File: src/pkg/clkgen_pkg.sv
// How it works
// software sets the amplitude range bit once, before main clock mode setup.
// crystal as cpu source and amplitude bit set: cpu clock held 5.00-19.35 us.
// external clock as cpu source and amplitude bit set: hold 160 external clocks.
// stop release with amplitude bit: hold by time, external clocks or oscillator wait.
// pin-select bits change only while the high-speed oscillator halt bit is one.
// software writes zeros to bits 1 to 5 of the oscillator mode register.
// software never sets pll enable and amplitude range together.
// for pll use, clear pll enable, enter stop, then set it again.
// cpu clock is main clock divided by 1,2,4,8,16; divide-by-2 after reset.
// software writes zeros to bits 3 to 7 of the cpu divider register.
// the divider slows only the cpu clock, never the peripheral clock.
// pll control reads 00h after reset and 80h once internal oscillator is stable.
// stable status and pll mode status bits are read-only; writes ignored.
// setting pll enable starts the pll and a 10 us settling wait; clearing stops it.
// software uses the pll only with a 4 MHz reference.
// mode switch within one old clock going to pll, within three leaving it.
// peripheral clock is main clock, or the pll output when pll mode selected.
// writing one to an oscillator halt bit stops it; zero keeps it running.
// software checks main clock status before halting the internal oscillator.
// main oscillator control resets to 80h; halt bit stops crystal or external input.
// software clears the oscillator halt bit only in legal regulator and pin modes.
// software checks main clock status before halting the high-speed oscillator.
// read-only main clock status: 0 internal oscillator, 1 high-speed system clock.
package clkgen_pkg;
  // register word indices; byte address is four times the index
  localparam logic [15:0] OSC_MODE_IDX = 16'hff9f;
  localparam logic [15:0] OSC_PLL_IDX = 16'hffa0;
  localparam logic [15:0] CLK_STATUS_IDX = 16'hffa1;
  localparam logic [15:0] MAIN_OSC_IDX = 16'hffa2;
  localparam logic [15:0] CPU_DIV_IDX = 16'hfffb;
  // oscillator mode control fields
  localparam int EXT_SEL_BIT = 7;
  localparam int OSC_PIN_BIT = 6;
  localparam int AMP_BIT = 0;
  // pll control fields, then the clock status and main oscillator control fields
  localparam int IRC_STABLE_BIT = 7;
  localparam int PLL_ACTIVE_BIT = 5;
  localparam int PLL_POWER_BIT = 4;
  localparam int PLL_MODE_BIT = 3;
  localparam int LS_HALT_BIT = 1;
  localparam int HS_IRC_HALT_BIT = 0;
  localparam int CLK_STATUS_BIT = 1;
  localparam int HS_OSC_HALT_BIT = 7;
  // reset values and the largest legal divider code
  localparam logic [7:0] OSC_MODE_RST = 8'h00;
  localparam logic [7:0] MAIN_OSC_RST = 8'h80;
  localparam logic [2:0] CPU_DIV_RST = 3'h1;
  localparam logic [2:0] CPU_DIV_MAX = 3'h4;
  // timing
  localparam int CLK_PERIOD_NS = 25;
  localparam int STALL_MIN_NS = 5000;
  localparam int STALL_MAX_NS = 19350;
  localparam int PLL_WAIT_NS = 10000;
  localparam int STALL_CYC = (STALL_MIN_NS + CLK_PERIOD_NS - 1) / CLK_PERIOD_NS;
  localparam int STALL_MAX_CYC = STALL_MAX_NS / CLK_PERIOD_NS;
  localparam int PLL_WAIT_CYC = (PLL_WAIT_NS + CLK_PERIOD_NS - 1) / CLK_PERIOD_NS;
  localparam int EXT_STALL_CLKS = 160;
  localparam int PLL_OFF_CYC = 3;
  localparam logic [8:0] STALL_LOAD = 9'(STALL_CYC);
  localparam logic [8:0] PLL_WAIT_LOAD = 9'(PLL_WAIT_CYC);
  localparam logic [8:0] EXT_STALL_LOAD = 9'(EXT_STALL_CLKS);
  localparam logic [1:0] PLL_OFF_LAST = 2'(PLL_OFF_CYC - 1);

  typedef enum logic [3:0] {
    ST_RUN = 4'h1,
    ST_TIME = 4'h2,
    ST_EXT = 4'h4,
    ST_OST = 4'h8
  } stall_state_t;
endpackage : clkgen_pkg

File: src/pkg/timer_if.sv
`timescale 1ns/1ps
interface timer_if #(parameter int W = 9);
  logic start;
  logic tick;
  logic [W-1:0] load;
  logic busy;
  modport ctl (output start, output tick, output load, input busy);
  modport tmr (input start, input tick, input load, output busy);
endinterface : timer_if

File: src/rtl/cycle_timer.sv
`timescale 1ns/1ps
module cycle_timer #(
  parameter int W = 9
) (
  input wire logic clock_in,
  input wire logic nrst_in,
  timer_if.tmr tif
);
  logic [W-1:0] cnt_q;

  // counts down one per tick; start reloads even while busy
  always_ff @(posedge clock_in or negedge nrst_in) begin
    if (!nrst_in) begin
      cnt_q <= '0;
    end else if (tif.start) begin
      cnt_q <= tif.load;
    end else if (tif.tick && cnt_q != '0) begin
      cnt_q <= cnt_q - 1'b1;
    end
  end

  assign tif.busy = (cnt_q != '0);
endmodule : cycle_timer

File: src/rtl/cpu_clk_div.sv
`timescale 1ns/1ps
module cpu_clk_div #(
  parameter int DW = 4
) (
  input wire logic clock_in,
  input wire logic nrst_in,
  input wire logic [2:0] div_sel_in,
  output logic en_out
);
  logic [DW-1:0] cnt_q;
  logic [DW-1:0] mask;

  // one pulse every 2**div_sel cycles
  assign mask = ~({DW{1'b1}} << div_sel_in);
  assign en_out = ((cnt_q & mask) == mask);

  always_ff @(posedge clock_in or negedge nrst_in) begin
    if (!nrst_in) begin
      cnt_q <= '0;
    end else begin
      cnt_q <= cnt_q + 1'b1;
    end
  end
endmodule : cpu_clk_div

File: src/rtl/clock_source_divider_pll_control.sv
`timescale 1ns/1ps
module clock_source_divider_pll_control (
  input wire logic clock_in,
  input wire logic nrst_in,
  input wire logic wb_cyc_in,
  input wire logic wb_stb_in,
  input wire logic wb_we_in,
  input wire logic [17:0] wb_adr_in,
  input wire logic [31:0] wb_dat_in,
  input wire logic [3:0] wb_sel_in,
  output logic [31:0] wb_dat_out,
  output logic wb_ack_out,
  input wire logic main_clk_source_status_in,
  input wire logic irc_ready_in,
  input wire logic ext_clk_in,
  input wire logic stop_release_in,
  input wire logic ost_done_in,
  output logic cpu_clk_en_out,
  output logic periph_clk_en_out,
  output logic cpu_stalled_out,
  output logic osc_amp_high_range_out,
  output logic x1_osc_enable_out,
  output logic ext_clk_enable_out,
  output logic irc_osc_enable_out,
  output logic lowspeed_osc_enable_out,
  output logic pll_power_out,
  output logic pll_ready_out,
  output logic periph_pll_sel_out
);
  logic ext_clk_input_sel_q;
  logic osc_pin_sel_q;
  logic osc_amp_high_range_q;
  logic pll_power_enable_q;
  logic pll_mode_select_q;
  logic lowspeed_osc_halt_q;
  logic highspeed_irc_halt_q;
  logic hs_osc_halt_q;
  logic irc_stable_status_q;
  logic pll_active_status_q;
  logic [1:0] off_cnt_q;
  logic [2:0] div_sel_q;
  logic ack_q;
  logic [7:0] dat_q;
  logic ext_prev_q;
  clkgen_pkg::stall_state_t state_q;
  clkgen_pkg::stall_state_t state_d;

  timer_if #(.W(9)) time_tif ();
  timer_if #(.W(9)) ext_tif ();
  timer_if #(.W(9)) pll_tif ();

  // bus decode
  wire wb_req = wb_cyc_in && wb_stb_in;
  wire [15:0] word_idx = wb_adr_in[17:2];
  wire hit_mode = (word_idx == clkgen_pkg::OSC_MODE_IDX);
  wire hit_pll = (word_idx == clkgen_pkg::OSC_PLL_IDX);
  wire hit_stat = (word_idx == clkgen_pkg::CLK_STATUS_IDX);
  wire hit_mosc = (word_idx == clkgen_pkg::MAIN_OSC_IDX);
  wire hit_div = (word_idx == clkgen_pkg::CPU_DIV_IDX);
  wire wr_fire = wb_req && wb_we_in && ack_q && wb_sel_in[0];
  wire wr_mode = wr_fire && hit_mode;
  wire wr_pll = wr_fire && hit_pll;
  wire wr_mosc = wr_fire && hit_mosc;
  wire wr_div = wr_fire && hit_div;
  wire [7:0] wd = wb_dat_in[7:0];

  wire [7:0] mode_rd = {ext_clk_input_sel_q, osc_pin_sel_q, 5'h00, osc_amp_high_range_q};
  wire [7:0] pll_rd = {irc_stable_status_q, 1'b0, pll_active_status_q, pll_power_enable_q,
                       pll_mode_select_q, 1'b0, lowspeed_osc_halt_q, highspeed_irc_halt_q};
  wire [7:0] stat_rd = {6'h00, main_clk_source_status_in, 1'b0};
  wire [7:0] mosc_rd = {hs_osc_halt_q, 7'h00};
  wire [7:0] div_rd = {5'h00, div_sel_q};
  wire [7:0] rd_byte = hit_mode ? mode_rd :
                       hit_pll ? pll_rd :
                       hit_stat ? stat_rd :
                       hit_mosc ? mosc_rd :
                       hit_div ? div_rd : 8'h00;

  // one wait state: ack in the cycle after the request, dropped after one cycle
  always_ff @(posedge clock_in or negedge nrst_in) begin
    if (!nrst_in) begin
      ack_q <= 1'b0;
      dat_q <= 8'h00;
    end else begin
      ack_q <= wb_req && !ack_q;
      dat_q <= rd_byte;
    end
  end
  assign wb_ack_out = ack_q;
  assign wb_dat_out = {24'h00_0000, dat_q};

  // oscillator mode source selection
  wire ext_mode = ext_clk_input_sel_q && osc_pin_sel_q;
  wire x1_mode = !ext_clk_input_sel_q && osc_pin_sel_q;
  wire pin_sel_ok = hs_osc_halt_q;
  wire amp_rise = wr_mode && wd[clkgen_pkg::AMP_BIT] && !osc_amp_high_range_q;

  always_ff @(posedge clock_in or negedge nrst_in) begin
    if (!nrst_in) begin
      ext_clk_input_sel_q <= clkgen_pkg::OSC_MODE_RST[clkgen_pkg::EXT_SEL_BIT];
      osc_pin_sel_q <= clkgen_pkg::OSC_MODE_RST[clkgen_pkg::OSC_PIN_BIT];
      osc_amp_high_range_q <= clkgen_pkg::OSC_MODE_RST[clkgen_pkg::AMP_BIT];
    end else if (wr_mode) begin
      if (pin_sel_ok) begin
        ext_clk_input_sel_q <= wd[clkgen_pkg::EXT_SEL_BIT];
        osc_pin_sel_q <= wd[clkgen_pkg::OSC_PIN_BIT];
      end
      // amplitude bit sticks once set until reset
      osc_amp_high_range_q <= osc_amp_high_range_q | wd[clkgen_pkg::AMP_BIT];
    end
  end

  // pll control; status bits take no write data
  always_ff @(posedge clock_in or negedge nrst_in) begin
    if (!nrst_in) begin
      pll_power_enable_q <= 1'b0;
      pll_mode_select_q <= 1'b0;
      lowspeed_osc_halt_q <= 1'b0;
      highspeed_irc_halt_q <= 1'b0;
    end else if (wr_pll) begin
      pll_power_enable_q <= wd[clkgen_pkg::PLL_POWER_BIT];
      pll_mode_select_q <= wd[clkgen_pkg::PLL_MODE_BIT];
      lowspeed_osc_halt_q <= wd[clkgen_pkg::LS_HALT_BIT];
      highspeed_irc_halt_q <= wd[clkgen_pkg::HS_IRC_HALT_BIT];
    end
  end

  always_ff @(posedge clock_in or negedge nrst_in) begin
    if (!nrst_in) begin
      irc_stable_status_q <= 1'b0;
      hs_osc_halt_q <= clkgen_pkg::MAIN_OSC_RST[clkgen_pkg::HS_OSC_HALT_BIT];
      div_sel_q <= clkgen_pkg::CPU_DIV_RST;
      ext_prev_q <= 1'b0;
    end else begin
      irc_stable_status_q <= irc_stable_status_q | irc_ready_in;
      ext_prev_q <= ext_clk_in;
      if (wr_mosc) begin
        hs_osc_halt_q <= wd[clkgen_pkg::HS_OSC_HALT_BIT];
      end
      // prohibited divider codes are dropped
      if (wr_div && wd[2:0] <= clkgen_pkg::CPU_DIV_MAX) begin
        div_sel_q <= wd[2:0];
      end
    end
  end

  // pll start and settling wait
  wire pll_start = wr_pll && wd[clkgen_pkg::PLL_POWER_BIT] && !pll_power_enable_q;
  assign pll_tif.start = pll_start;
  assign pll_tif.tick = 1'b1;
  assign pll_tif.load = clkgen_pkg::PLL_WAIT_LOAD;
  wire pll_ready = pll_power_enable_q && !pll_tif.busy;

  cycle_timer #(.W(9)) pll_timer (
    .clock_in(clock_in),
    .nrst_in(nrst_in),
    .tif(pll_tif)
  );

  // mode switch: one cycle going in, three cycles leaving
  wire go_pll = pll_mode_select_q && pll_ready && !pll_active_status_q;
  wire leave_pll = !pll_mode_select_q && pll_active_status_q;
  always_ff @(posedge clock_in or negedge nrst_in) begin
    if (!nrst_in) begin
      pll_active_status_q <= 1'b0;
      off_cnt_q <= 2'h0;
    end else begin
      if (!pll_power_enable_q) begin
        pll_active_status_q <= 1'b0;
      end else if (go_pll) begin
        pll_active_status_q <= 1'b1;
      end else if (leave_pll && off_cnt_q == clkgen_pkg::PLL_OFF_LAST) begin
        pll_active_status_q <= 1'b0;
      end
      off_cnt_q <= leave_pll ? off_cnt_q + 2'h1 : 2'h0;
    end
  end

  // cpu clock stall sequencer
  wire ext_rise = ext_clk_in && !ext_prev_q;
  wire on_hs_clk = main_clk_source_status_in;
  wire stop_amp = stop_release_in && osc_amp_high_range_q;

  always_comb begin
    state_d = state_q;
    unique case (state_q)
      clkgen_pkg::ST_RUN: begin
        if (amp_rise && on_hs_clk) begin
          state_d = ext_mode ? clkgen_pkg::ST_EXT : clkgen_pkg::ST_TIME;
        end else if (stop_amp) begin
          if (!on_hs_clk) begin
            state_d = clkgen_pkg::ST_TIME;
          end else begin
            state_d = ext_mode ? clkgen_pkg::ST_EXT : clkgen_pkg::ST_OST;
          end
        end
      end
      clkgen_pkg::ST_TIME: begin
        if (!time_tif.busy) begin
          state_d = clkgen_pkg::ST_RUN;
        end
      end
      clkgen_pkg::ST_EXT: begin
        if (!ext_tif.busy) begin
          state_d = clkgen_pkg::ST_RUN;
        end
      end
      clkgen_pkg::ST_OST: begin
        if (ost_done_in) begin
          state_d = clkgen_pkg::ST_RUN;
        end
      end
      default: begin
        state_d = clkgen_pkg::ST_RUN;
      end
    endcase
  end

  always_ff @(posedge clock_in or negedge nrst_in) begin
    if (!nrst_in) begin
      state_q <= clkgen_pkg::ST_RUN;
    end else begin
      state_q <= state_d;
    end
  end

  wire in_run = (state_q == clkgen_pkg::ST_RUN);
  assign time_tif.start = in_run && (state_d == clkgen_pkg::ST_TIME);
  assign time_tif.tick = 1'b1;
  assign time_tif.load = clkgen_pkg::STALL_LOAD;
  assign ext_tif.start = in_run && (state_d == clkgen_pkg::ST_EXT);
  assign ext_tif.tick = ext_rise;
  assign ext_tif.load = clkgen_pkg::EXT_STALL_LOAD;

  cycle_timer #(.W(9)) time_timer (
    .clock_in(clock_in),
    .nrst_in(nrst_in),
    .tif(time_tif)
  );

  cycle_timer #(.W(9)) ext_timer (
    .clock_in(clock_in),
    .nrst_in(nrst_in),
    .tif(ext_tif)
  );

  logic div_en;
  cpu_clk_div #(.DW(4)) cpu_div (
    .clock_in(clock_in),
    .nrst_in(nrst_in),
    .div_sel_in(div_sel_q),
    .en_out(div_en)
  );

  assign cpu_clk_en_out = div_en && in_run;
  assign periph_clk_en_out = 1'b1;
  assign cpu_stalled_out = !in_run;
  assign osc_amp_high_range_out = osc_amp_high_range_q;
  assign x1_osc_enable_out = x1_mode && !hs_osc_halt_q;
  assign ext_clk_enable_out = ext_mode && !hs_osc_halt_q;
  assign irc_osc_enable_out = !highspeed_irc_halt_q;
  assign lowspeed_osc_enable_out = !lowspeed_osc_halt_q;
  assign pll_power_out = pll_power_enable_q;
  assign pll_ready_out = pll_ready;
  assign periph_pll_sel_out = pll_active_status_q;

  // checking helpers
  logic [9:0] stall_len_q;
  logic [8:0] ext_seen_q;
  logic [8:0] pll_on_cnt_q;
  always_ff @(posedge clock_in or negedge nrst_in) begin
    if (!nrst_in) begin
      stall_len_q <= 10'h000;
      ext_seen_q <= 9'h000;
      pll_on_cnt_q <= 9'h000;
    end else begin
      stall_len_q <= (state_q == clkgen_pkg::ST_TIME) ? stall_len_q + 10'h001 : 10'h000;
      if (state_q != clkgen_pkg::ST_EXT) begin
        ext_seen_q <= 9'h000;
      end else if (ext_rise && ext_tif.busy) begin
        ext_seen_q <= ext_seen_q + 9'h001;
      end
      if (!pll_power_enable_q) begin
        pll_on_cnt_q <= 9'h000;
      end else if (pll_on_cnt_q != 9'h1ff) begin
        pll_on_cnt_q <= pll_on_cnt_q + 9'h001;
      end
    end
  end
endmodule : clock_source_divider_pll_control

File: config.mk
export PLATFORM = sky130hd
export DESIGN_NAME = clock_source_divider_pll_control
export DESIGN_NICKNAME = d
export VERILOG_FILES = /design/src/pkg/clkgen_pkg.sv /design/src/pkg/timer_if.sv /design/src/rtl/cycle_timer.sv /design/src/rtl/cpu_clk_div.sv /design/src/rtl/clock_source_divider_pll_control.sv
export SDC_FILE = /design/constraint.sdc
export NUM_CORES = 1
export LEC_CHECK = 0
export ABC_CLOCK_PERIOD_IN_PS = 5300
export BUFFER_PORTS_ARGS = -buffer_cell sky130_fd_sc_hd__buf_2
export CAP_MARGIN = 20
export CORE_MARGIN = 4
export CORE_UTILIZATION = 30
export DETAILED_ROUTE_END_ITERATION = 10
export PLACE_DENSITY = 0.48
export SLEW_MARGIN = 25
export SYNTH_ARGS = -nofsm -noshare
export SYNTH_HDL_FRONTEND = slang
export SYNTH_SLANG_ARGS = --single-unit
export TNS_END_PERCENT = 50
File: constraint.sdc
create_clock -name clock_in -period 5.3 [get_ports clock_in]
set_clock_uncertainty 0.15 [all_clocks]
set_input_delay 0.265 -clock clock_in [delete_from_list [all_inputs] [get_ports clock_in]]
set_output_delay 0.265 -clock clock_in [all_outputs]
set_load 0.02 [all_outputs]
==> results.md <==
- The average vias per placed instance is 4.59.
- The synthesized netlist occupies a cell area of 3160 µm².
- The initial antenna violation count is 0.
- The total global-route track usage is 11.4%.
- The wire length per cell after detailed routing is 12.6 µm.
- The layout filler cell count is 1063.
- The count of buffers added by post-CTS timing repair for setup is 0.
- The number of detailed-route iterations in the first pass is 4.
- The core region is 10300 µm².
- The die is 111 µm tall.
- The required time at the worst-slack endpoint is 4.89 ns.
- The synthesized netlist devotes 4.16% of its cell area to XOR and XNOR gates.
- The hold violation total from the final report came to 0.
- The number of antenna diodes in the final layout is 0.
- Of all flip-flops after synthesis, the portion carrying an async set or reset was 100%.
- Setup repair after global routing left no endpoint under its margin.
- The count of mapped cells out of synthesis is 323.
- The number of I/O port buffers is 52.
- The tree is rooted in a clkbuf_8.
- In the final design database the tool counted 460 nets.
- Summed over all instances, the cell type with the most area after synthesis is dfrtp_1.
- In the synthesized netlist, mux cells make up 2.81% of the area.
- The sum of routed wire length over all layers is 6.68 mm.
- Sequential cells were found to cover 47.7% of the synthesized design area.
- The die width is 111 µm.
- The run finished with clean final reports.
- The met3 track utilization from global routing is 4.16%.
- Summing over every cut layer, the via total after detailed routing is 2435.
- The simple-gate share of the synthesized area is 24.9%.
- For this run, the number of Yosys warnings is 0.
- The final-report setup violation count is 0.
- Counting instances in the post-synthesis netlist gives the leading cell types as dfrtp_1, nor2_1, buf_4.
- The kind of critical path is flop to output pin.
- The count of instances resized after the clock tree is built is 0.
- CTS built an H-tree with a depth of 3.
- Along the worst path, the maximum fanout reaches 6.
- The row count is 37.
- The area of combinational cells with multiple inputs is 1470 µm².
- The worst hold path belongs to the class input pin to flop.
- In this run, synthesis produced a sequential element count of 60.
- In this run, distinct cell masters in the synthesized netlist total 53.
- Detailed placement ended at an HPWL of 4.79 mm.
- For this run, the top clock speed supported by timing is 366 MHz.
- The total global routing overflow is 0.
- The final total negative setup slack is 0 ns.
- Across the whole layout, storage elements account for 1510 µm².
- The remaining antenna violation count after routing is 0.
- The number of global-route vias before repair is 2411.
- The critical path data arrival time is 2.31 ns.
- The global routing's busiest layer is met2.
- Counting flops with a built-in enable in the synthesized netlist gives 0.
- Ranked by total cell area, the synthesized netlist is headed by dfrtp_1, buf_4, nor2_1, ha_1, xnor2_1.
- The fraction of the mapped netlist area in compound gates is 8.95%.
- For this run, global-route usage on met1 was measured as 14.1%.
- Entering global routing, the biggest net connects 61 pins.
- For this design the static power due to leakage is 1.81 nW.
- For this block, the initial DRC count from the detailed router was 130.
- STA classifies the critical path startpoint as a flop.
- The worst setup path is captured at an output pin.
- At the pin with the least slew margin, the transition time is 0.813 ns.
- For the finished layout, the period the worst path requires is 2.73 ns.
- The signed area change from the synthesized netlist to the final layout is 19.3%.
- After layout, the worst path uses 51.5% of the clock period.
- The relative slew slack is 45.5%.
- Counting the buffers created by CTS gives 9.
- The met2 global-route usage is 18.6%.
- The effective utilization at floorplan is 30.7%.
- The average instance area after synthesis is 9.78 µm².
- Clock latency on the worst-skew pair, taken at its later pin, is 0.34 ns.
- Across the VDD grid, the largest voltage drop is 0.000104 V.
- The number of pins with negative max-slew slack in the final report is 0.
- For this run, the share of the core covered by cells in the final layout is 36.6%.
- The first global-routing pass estimated 11.4 mm of wire.
- The top-level I/O count is 108.
- The most used standard cell by instance count after synthesis is dfrtp_1.
- Cells with a size suffix above 1 make up 22.3% of the layout.
- The worst-case clock buffer depth is 2.
- The number of buffers inserted by hold repair at cts is 6.
- Dividing total power by cell area gives a power density of 267 nW/µm².
- In this run the biggest area consumer among cell types represents 45.2% of the synthesized area.
- For this run, the leading register cell type out of synthesis is dfrtp_1.
- The arithmetic-cell share of the synthesized area counting full adders, half adders and majority gates is 2.77%.
- After detailed routing, the number of remaining DRC violations is 0.
- The area of the die is 12200 µm².
- The tree built by TritonCTS fans out to 60 sinks.
- By area, the combinational part of the netlist is dominated by simple AND/OR/NAND/NOR gates.
- The TritonCTS clock tree is built.
- Max-cap violations in this run came to 0.
- The clock transition at the registers of the reported paths is 0.07 ns.
- The weighted congestion at the end of routability-driven global placement is 0.753.
## cell families (layout without fill, tap and decap cells)
kind of cell | Yosys count | after routing
xor+xnor | 15 | 15
simple gates | 145 | 145
mux | 8 | 8
flops | 60 | 60
other cells | 2 | 25
compound gates | 42 | 42
buf+inv | 44 | 92
fa+ha+maj | 7 | 7
## critical path: stages, from the launching register on
cell,delay (ns)
dfrtp_1,0.38
inv_1,0.09
ha_1,0.22
or4b_1,0.53
nor2b_1,0.41
and2_1,0.19
buf_2,0.15
## cell type report
cell class,instances,share of cell area (%)
Clock inverter,4,1.93
Sequential cell,60,40.0
Inverter,17,1.69
Clock buffer,12,4.12
Tap cell,136,4.52
Timing Repair Buffer,59,8.70
Multi-Input combinational cell,242,39.1
## routing by layer
metal,up-vias,wire length (µm)
met2,43,3290
met4,0,89
met5,-,0
met1,1169,3030
li1,1216,-
met3,7,273
## layout by cell type, fill, tap and decap left out, types with 2 or more instances in the layout
master / Yosys / routed
nand2b_1: 8 / 8
nand3b_1: 2 / 2
nand4b_1: 2 / 2
nand2_1: 20 / 20
nand3_1: 11 / 11
and4_1: 2 / 2
conb_1: 2 / 25
dfstp_2: 3 / 3
or4b_1: 2 / 2
nor2b_1: 2 / 2
mux2_2: 7 / 7
nor3_1: 11 / 11
dfrtp_1: 57 / 57
nor3b_1: 2 / 2
xor2_1: 5 / 5
and2_1: 4 / 4
a21oi_1: 11 / 11
nor2_1: 45 / 45
nor4_1: 5 / 5
dlygate4sd3_1: 0 / 6
and3_1: 5 / 5
or3_1: 6 / 6
inv_1: 17 / 17
ha_1: 7 / 7
buf_2: 1 / 52
a211o_1: 3 / 3
and3b_1: 3 / 3
bufinv_16: 0 / 2
a31o_2: 3 / 3
xnor2_1: 10 / 10
clkbuf_8: 0 / 11
o21ai_0: 6 / 6
a211oi_1: 5 / 5
or4_1: 4 / 4
a31oi_1: 5 / 5
nand4_1: 3 / 3
## through the flow
stage	power [mW]	area [µm²]	cells	setup WS, ns	hold slack [ns]
final	1.00	3770	530	2.57	0.0200
after global placement	0.536	3480	508	2.86	0.238
after detailed placement	0.536	3480	508	2.86	0.239
after floorplan	0.521	3240	346	3.16	-0.181
after global routing	1.05	3770	530	2.35	0.00311
after CTS	1.03	3770	530	2.53	0.00220
## power by group
part	internal [mW]	switching, mW
logic	0.0205	0.0397
clock network	0.290	0.184
registers	0.464	0.00591
total	0.775	0.230
## final timing paths
check / startpoint / endpoint / slack [ns] / cells after the start
worst max-delay path: pll_timer.cnt_q[0]$_DFFE_PN0P_ / pll_ready_out / 2.57 / 6
worst min-delay path: wb_dat_in[6] / osc_pin_sel_q$_DFFE_PN0P_ / 0.02 / 2
worst max register to register: ext_timer.cnt_q[0]$_DFFE_PN0P_ / state_q[0]$_DFF_PN1_ / 2.98 / 7
worst min register to register: off_cnt_q[0]$_DFF_PN0_ / off_cnt_q[0]$_DFF_PN0_ / 0.27 / 1
max in group asynchronous: nrst_in / ext_timer.cnt_q[0]$_DFFE_PN0P_ / 4.02 / 3
min in group asynchronous: nrst_in / cpu_div.cnt_q[3]$_DFF_PN0_ / 0.48 / 3
## flip-flops by register name (all words and copies together) (netlist names), 2 cells and up
| name | cells |
|---|---|
| cpu_div.cnt_q | 4 |
| state_q | 4 |
| off_cnt_q | 2 |
| ext_timer.cnt_q | 9 |
| div_sel_q | 3 |
| dat_q | 8 |
| time_timer.cnt_q | 9 |
| pll_timer.cnt_q | 9 |
Power figures use the tool's default switching activity.
